$ cat src/hw/crf_pkg.sv
// Purpose: Shared constants and types for the serial register frame block
// Assumes: 32-bit frames, MSB first, one device per frame select
// Notes:   Frame layout is {rw, address[6:0], payload[23:0]}; payload bits 3:0 are padding

package crf_pkg;

  ////////////////////////////////////////////////////////////////////////////
  // Frame layout
  localparam int FRAME_BITS = 32;
  localparam int RW_BIT = 31;
  localparam int ADDR_MSB = 30;
  localparam int ADDR_LSB = 24;
  localparam int PAY_MSB = 23;
  localparam int PAY_LSB = 4;
  localparam int CODE_W = 20;
  localparam logic [5:0] CNT_FULL = 6'h20;
  localparam logic [5:0] CNT_SAT = 6'h21;
  localparam logic [3:0] PAD_ZERO = 4'h0;

  ////////////////////////////////////////////////////////////////////////////
  // Register addresses
  localparam logic [6:0] ADDR_IDLE_CMD = 7'h00;
  localparam logic [6:0] ADDR_OUTPUT_CODE = 7'h01;
  localparam logic [6:0] ADDR_SETUP_FIRST = 7'h02;

  ////////////////////////////////////////////////////////////////////////////
  // Reset values and field positions
  localparam logic [19:0] OUTPUT_CODE_RST = 20'h00000;
  localparam logic [23:0] SETUP_FIRST_RST = 24'h004c80;
  // Writable fields of setup_first_reg; all other bits read back as stored zero
  localparam logic [23:0] SETUP_FIRST_WMASK = 24'h8c7fd0;
  localparam int SETUP_SDO_EN_BIT = 11;

  ////////////////////////////////////////////////////////////////////////////
  // Frame handling states
  typedef enum logic [1:0] {
    CRF_ST_IDLE = 2'b01,
    CRF_ST_REPLY = 2'b10
  } crf_fsm_t;

endpackage

$ cat src/hw/crf_register_frame.sv
// Purpose: Register frame decoder and first registers of a serial converter register bank
// Assumes: Host keeps frame select high for at least 3 core clocks between frames
// Notes:   Read data for a read frame is shifted out during the following frame
//
// Functional notes
// RULE1: Frame bit 31 set means read request, clear means write request.
// RULE2: Frames to address 00h change no state; host sends zero payload.
// RULE3: Address 01h holds the MSB-aligned straight binary code, readable and writable.
// RULE4: Code is 20, 18 or 16 bits; unused low field bits stay zero.
// RULE5: After reset the idle command and output code registers hold zero.
// RULE6: After reset setup_first_reg at 02h reads back 004c80h.
// RULE7: Host gives exactly 32 serial clock pulses while frame select is low.
// RULE8: Frame bits 3:0 are ignored on writes and returned as zero on reads.
`timescale 1ns/1ps

module crf_register_frame #(
  parameter int CODE_BITS = 20
) (
  // Clock and reset
  input wire logic core_clk_in,
  input wire logic arst_n_in,
  // Serial pins
  input wire logic sclk_in,
  input wire logic sync_n_in,
  input wire logic sdi_in,
  output logic sdo_out,
  // Converter side
  output logic [19:0] code_out,
  output logic code_load_out,
  output logic [23:0] setup_first_out,
  output logic frame_drop_out
);

  ////////////////////////////////////////////////////////////////////////////
  // Helpers

  // Ones over the code bits this variant really has, zeros below
  function automatic logic [19:0] code_mask(input int bits);
    logic [19:0] m;
    m = 20'h00000;
    for (int i = 0; i < crf_pkg::CODE_W; i++)
    begin
      m[i] = (i >= crf_pkg::CODE_W - bits);
    end
    return m;
  endfunction

  function automatic logic [23:0] read_field(input logic [6:0] addr, input logic [19:0] code,
                                             input logic [23:0] setup);
    logic [23:0] f;
    f = 24'h000000;
    if (addr == crf_pkg::ADDR_OUTPUT_CODE)
    begin
      f = {code, crf_pkg::PAD_ZERO};
    end
    else if (addr == crf_pkg::ADDR_SETUP_FIRST)
    begin
      f = setup;
    end
    return f;
  endfunction

  localparam logic [19:0] CODE_MASK = code_mask(CODE_BITS);

  ////////////////////////////////////////////////////////////////////////////
  // State

  typedef struct packed {
    crf_pkg::crf_fsm_t fsm;
    logic [31:0] reply;
    logic [19:0] code;
    logic [23:0] setup;
    logic code_load;
    logic fresh;
  } crf_frame_state_t;

  crf_frame_state_t state_reg;
  crf_frame_state_t state_next;

  logic [31:0] frame_word;
  logic frame_done;
  logic frame_drop;
  logic frame_rd;
  logic [6:0] frame_addr;
  logic [19:0] frame_pay;
  logic reply_load;

  assign frame_rd = frame_word[crf_pkg::RW_BIT];
  assign frame_addr = frame_word[crf_pkg::ADDR_MSB:crf_pkg::ADDR_LSB];
  // Padding bits 3:0 are never looked at (see RULE8)
  assign frame_pay = frame_word[crf_pkg::PAY_MSB:crf_pkg::PAY_LSB];
  assign reply_load = (state_reg.fsm == crf_pkg::CRF_ST_REPLY);

  crf_frame_shift u_shift (
    .core_clk_in(core_clk_in),
    .arst_n_in(arst_n_in),
    .sclk_in(sclk_in),
    .sync_n_in(sync_n_in),
    .sdi_in(sdi_in),
    .sdo_out(sdo_out),
    .sdo_en_in(state_reg.setup[crf_pkg::SETUP_SDO_EN_BIT]),
    .load_in(reply_load),
    .load_word_in(state_reg.reply),
    .frame_word_out(frame_word),
    .frame_done_out(frame_done),
    .frame_drop_out(frame_drop)
  );

  ////////////////////////////////////////////////////////////////////////////
  // Frame decode

  always_comb
  begin
    state_next = state_reg;
    state_next.code_load = 1'b0;
    state_next.fresh = 1'b0;
    unique case (state_reg.fsm)
      crf_pkg::CRF_ST_IDLE:
      begin
        if (frame_done)
        begin
          if (frame_rd)
          begin
            // Reads only capture a reply; no register changes (see RULE1)
            state_next.reply = {1'b1, frame_addr, read_field(frame_addr, state_reg.code, state_reg.setup)};
            state_next.reply[3:0] = crf_pkg::PAD_ZERO; // see RULE8
            state_next.fsm = crf_pkg::CRF_ST_REPLY;
          end
          else if (frame_addr == crf_pkg::ADDR_OUTPUT_CODE)
          begin
            state_next.code = frame_pay & CODE_MASK; // see RULE3, see RULE4
            state_next.code_load = 1'b1;
          end
          else if (frame_addr == crf_pkg::ADDR_SETUP_FIRST)
          begin
            state_next.setup = (state_reg.setup & ~crf_pkg::SETUP_FIRST_WMASK)
                             | ({frame_pay, crf_pkg::PAD_ZERO} & crf_pkg::SETUP_FIRST_WMASK);
          end
          // Idle command and unmapped addresses fall through untouched (see RULE2)
        end
      end
      crf_pkg::CRF_ST_REPLY:
      begin
        state_next.fsm = crf_pkg::CRF_ST_IDLE;
      end
      default:
      begin
        state_next.fsm = crf_pkg::CRF_ST_IDLE;
      end
    endcase
  end

  always_ff @(posedge core_clk_in or negedge arst_n_in)
  begin
    if (!arst_n_in)
    begin
      // see RULE5, see RULE6
      state_reg <= '{fsm: crf_pkg::CRF_ST_IDLE, reply: 32'h00000000, code: crf_pkg::OUTPUT_CODE_RST,
                     setup: crf_pkg::SETUP_FIRST_RST, code_load: 1'b0, fresh: 1'b1};
    end
    else
    begin
      state_reg <= state_next;
    end
  end

  assign code_out = state_reg.code;
  assign code_load_out = state_reg.code_load;
  assign setup_first_out = state_reg.setup;
  assign frame_drop_out = frame_drop;
endmodule

$ cat src/hw/crf_frame_shift.sv
// Purpose: Serial frame shifter: samples the link pins and assembles 32-bit frames
// Assumes: Link pins are synchronous to core_clk_in and at least 4x slower
// Notes:   Data in on falling serial clock, data out changes on rising serial clock
`timescale 1ns/1ps

module crf_frame_shift (
  // Clock and reset
  input wire logic core_clk_in,
  input wire logic arst_n_in,
  // Serial pins
  input wire logic sclk_in,
  input wire logic sync_n_in,
  input wire logic sdi_in,
  output logic sdo_out,
  // Readback loading
  input wire logic sdo_en_in,
  input wire logic load_in,
  input wire logic [31:0] load_word_in,
  // Assembled frame
  output logic [31:0] frame_word_out,
  output logic frame_done_out,
  output logic frame_drop_out
);

  typedef struct packed {
    logic sclk;
    logic sync_n;
    logic [5:0] cnt;
    logic [31:0] shin;
    logic [31:0] shout;
    logic done;
    logic drop;
    logic sdo;
  } crf_shift_state_t;

  crf_shift_state_t state_reg;
  crf_shift_state_t state_next;

  ////////////////////////////////////////////////////////////////////////////
  always_comb
  begin
    state_next = state_reg;
    state_next.done = 1'b0;
    state_next.drop = 1'b0;
    state_next.sclk = sclk_in;
    state_next.sync_n = sync_n_in;
    if (state_reg.sync_n && !sync_n_in)
    begin
      state_next.cnt = 6'h00;
    end
    else if (!sync_n_in)
    begin
      if (state_reg.sclk && !sclk_in)
      begin
        state_next.shin = {state_reg.shin[30:0], sdi_in};
        // Saturate so an overlong frame is still recognised as wrong
        if (state_reg.cnt != crf_pkg::CNT_SAT)
        begin
          state_next.cnt = state_reg.cnt + 6'h01;
        end
      end
      else if (!state_reg.sclk && sclk_in && state_reg.cnt != 6'h00)
      begin
        // No shift before the first falling edge, so the MSB is seen by the host
        state_next.shout = {state_reg.shout[30:0], 1'b0};
      end
    end
    else if (!state_reg.sync_n)
    begin
      // Frame select rose: only a frame of exactly 32 pulses counts
      if (state_reg.cnt == crf_pkg::CNT_FULL)
      begin
        state_next.done = 1'b1;
      end
      else
      begin
        state_next.drop = 1'b1;
      end
    end
    if (load_in)
    begin
      state_next.shout = load_word_in;
    end
    state_next.sdo = sdo_en_in & state_next.shout[31];
  end

  always_ff @(posedge core_clk_in or negedge arst_n_in)
  begin
    if (!arst_n_in)
    begin
      state_reg <= '{sclk: 1'b0, sync_n: 1'b1, cnt: 6'h00, shin: 32'h00000000,
                     shout: 32'h00000000, done: 1'b0, drop: 1'b0, sdo: 1'b0};
    end
    else
    begin
      state_reg <= state_next;
    end
  end

  assign frame_word_out = state_reg.shin;
  assign frame_done_out = state_reg.done;
  assign frame_drop_out = state_reg.drop;
  assign sdo_out = state_reg.sdo;

endmodule

$ cat config.mk
export PLATFORM = sky130hd
export DESIGN_NAME = crf_register_frame
export DESIGN_NICKNAME = d
export VERILOG_FILES = /design/src/hw/crf_pkg.sv /design/src/hw/crf_register_frame.sv /design/src/hw/crf_frame_shift.sv
export SDC_FILE = /design/constraint.sdc
export NUM_CORES = 1
export LEC_CHECK = 0
export ABC_AREA = 0
export BUFFER_PORTS_ARGS = -buffer_cell sky130_fd_sc_hd__clkbuf_2
export CAP_MARGIN = 10
export CORE_MARGIN = 2
export CORE_UTILIZATION = 60
export CTS_CLUSTER_DIAMETER = 30
export CTS_CLUSTER_SIZE = 30
export DETAILED_ROUTE_END_ITERATION = 12
export PLACE_DENSITY = 0.8
export SYNTH_ARGS = -nofsm -noshare
export SYNTH_HDL_FRONTEND = slang
export SYNTH_SLANG_ARGS = --single-unit
$ cat constraint.sdc
create_clock -name core_clk_in -period 4.39 [get_ports core_clk_in]
set_input_delay 0.6585 -clock core_clk_in [delete_from_list [all_inputs] [get_ports core_clk_in]]
set_output_delay 0.6585 -clock core_clk_in [all_outputs]
set_load 0.1 [all_outputs]
==> metrics.md <==
| Metric | Value |
|---|---|
| Number of global-route vias before repair | `roughly 3800` |
| Synth Flop Type | `dfrtp_1` |
| Layout area overhead | `10.3%` |
| Adder-Cell Fraction of Synth Area | `0.00628` |
| Row Count | `36` |
| R2R depth | `6` |
| Simple-gate share of the synthesized area | `0.106` |
| Smallest setup slack after layout | `1.93 ns` |
| Seq/Total Area, Yosys | `0.579` |
| CTS root buffer | `clkbuf_8` |
| Crit start category | `register` |
| Resized Gates After CTS | `0` |
| M1 WL | `5050 um` |
| Number of synthesized flops with an enable pin | `0` |
| Relative slew slack | `0.300` |
| Crit Path Class | `reg2reg` |
| Clk slew on worst S/H paths | `roughly 0.06 ns` |
| Yosys top cell by area | `dfrtp_1` |
| Total gr overflow | `0` |
| Top Layer Used | `met4` |
| Post-synthesis compound-gate area fraction | `0.0953` |
| Arrival time at the worst endpoint | `2.88 ns` |
| Post-synth cell types | `46` |
| Final Cycle Share | `0.560` |
| Hold crit path type | `in2async` |
| Synth area leaders | `dfrtp_1, mux2_2, buf_4, a21oi_1, nand2_1` |
| Ys Warns | `0` |
| Area of the mapped netlist | `5980 sq um` |
| Largest family of logic cells by synthesized area | `multiplexers` |
| Critical Path Max Stage Delay | `0.68 ns` |
| Skew-Pair Late Insertion Delay | `0.51 ns` |
| Layout fillers | `679` |
| Max Fclk | `about 410 MHz` |
| Static leakage | `0.00336 uW` |
| Final Critical Period | `2.46 ns` |
| Die X | `104 um` |
| CTS tree | `built` |
| Finished Layout Cells | `between 600 and 700` |
| Vias per inst | `~5.7` |
| Total power draw | `~2800 uW` |
| Post-DP HPWL | `6410 um` |
| Sum Neg Setup Slack | `0 ns` |
| First-pass GRT wire length | `18900 um` |
| Die height | `roughly 100 um` |
| Critical path peak fanout | `31` |
| Bufs on Longest Clock Path | `2` |
| CTS Hold Bufs | `0` |
| Most common cell in the netlist | `dfrtp_1` |
| H-tree lvl count | `4` |
| CP endpoint kind | `register` |
| IO Count | `52` |
| Met3 wire len | `roughly 550 um` |
| Core ar. | `between 9000 and 10000 sq um` |
| Routed len/inst | `16.9 um` |
| Final wirelength | `between 10000 and 15000 um` |
| Fraction of layout cells with a size suffix above 1 | `0.294` |
| Synth top area share | `0.553` |
| Max reg flops | `39` |
| Synth top cells by count | `dfrtp_1, a21oi_1, nand2_1` |
| Max-cap violations | `0` |
| DRC | `0` |
| Crit path max-delay cell type | `nor4b_1` |
| Initial core utilization | `0.614` |
| Drt first-iter violations | `224` |
| Worst Max-Slew Pin Slew | `1.05 ns` |
| Final setup viols | `0` |
| CTS Buf Count | `17` |
| Dpl ws | `1.70 ns` |
| Power density cells | `~430 nW/um^2` |
| Hold slack final | `0.263 ns` |
| Syn Area/Cell | `11.7 sq um` |
| Die area | `about 11000 sq um` |
| Met2 wire length | `5490 um` |
| Global Route Usage Sum | `0.220` |
| Postcts setup bufs | `0` |
| Slew Limit Fails | `0` |
| Post-synthesis mux area share | `0.129` |
| Routed vias | `3768` |
| Synth Instances | `511` |
| Sink Count | `138` |
| Final number of hold-violating endpoints | `0` |
| Port Buffers | `40` |
| Fin nets | `525` |
| Worst path cell trace | `inv_1 > ha_1 > nor4b_1 > a21bo_2 > nand2_1 > a31oi_1` |
| Worst path required time | `4.81 ns` |
| Status | `finished clean` |
| Routed Antenna Nets | `0` |
| Async SR Flop Fraction | `1.00` |
| Largest net degree at the start of global routing | `105` |
| N_diodes | `0` |
| Final GP Congestion | `0.780` |
| First drt pass iteration count | `7` |
| Unrepaired setup endpoints after global routing | `false` |
| Slack of the worst reg-to-reg path | `1.93 ns` |
| Clock Skews | `0.00887 ns` |
| Number of synthesized register bits | `~140` |
| Post-Synth XOR/XNOR Area | `0.00293` |
| Peak supply drop | `0.296 mV` |
| Placed Cells | `630` |
| Initial antenna violation count | `0` |
## cell type report
type	instances	area, sq um	area share
Tap cell	133	166	0.0252
Timing Repair Buffer	48	274	0.0416
Inverter	5	18.8	0.00285
Clock inverter	14	169	0.0256
Sequential cell	138	3460	0.525
Multi-Input combinational cell	307	2080	0.316
Clock buffer	18	418	0.0634
## report_power, final
part           leakage (uW)  switching [uW]  internal (uW)
sequential          0.00190            17.0           1300
clock              0.000286             534            867
combinational       0.00118            98.8           29.6
## metal layers
layer | track usage | vias to the layer above
met3 | 0.0466 | 12
met5 | 0 | -
li1 | - | 1723
met4 | 0.0792 | 0
met2 | 0.351 | 109
met1 | 0.302 | 1924
## critical path, delay by kind of cell (launching register included)
family / cells / cell delay [ns]
simple gates: 2 / 0.83
fa+ha+maj: 1 / 0.15
flops: 1 / 0.43
buf+inv: 1 / 0.10
compound gates: 2 / 0.84
## final timing paths
check                                                       start                         endpoint
worst max-delay path            u_shift.state_reg[67]$_DFFE_PN0P_  u_shift.state_reg[34]$_DFF_PN0_
worst min-delay path                                    arst_n_in          code_load_out$_DFF_PN0_
worst max register to register  u_shift.state_reg[67]$_DFFE_PN0P_  u_shift.state_reg[34]$_DFF_PN0_
worst min register to register          state_reg[71]$_DFFE_PN0P_        state_reg[71]$_DFFE_PN0P_
max in group asynchronous                               arst_n_in   setup_first_out[7]$_DFFE_PN1P_
min in group core_clk_in                                  sclk_in  u_shift.state_reg[74]$_DFF_PN0_
## logic make-up after synthesis
kind of cell / count (synthesis)
DFF: 138
and+or+nand+nor: 136
AOI/OAI and AO/OA: 90
buffers and inverters: 76
muxes: 65
adders and majority gates: 3
xor gates and xnor gates: 2
other: 1
## placed cells by master (no fill, tap or decap), drive strengths merged, types with 2 or more instances in the layout
master,n
mux2,65
inv,7
clkinvlp,2
dfstp,6
conb,11
a221o,13
nor3,6
and2,13
nand2b,6
o21ai,2
dfrtp,132
nand2,60
buf,9
nand3,2
o2111ai,2
ha,3
a31oi,2
o311ai,2
nor4b,3
clkbuf,57
or4,2
bufinv,3
nor2b,4
a22o,7
and3,2
clkinv,7
nor2,33
a21oi,59
## per-stage QoR
step	area, sq um	util
final	6590	0.677
after floorplan	6010	-
after global routing	6590	0.677
after detailed placement	5990	0.616
after global placement	5990	0.616
after CTS	6580	0.676
Power figures use the tool's default switching activity.
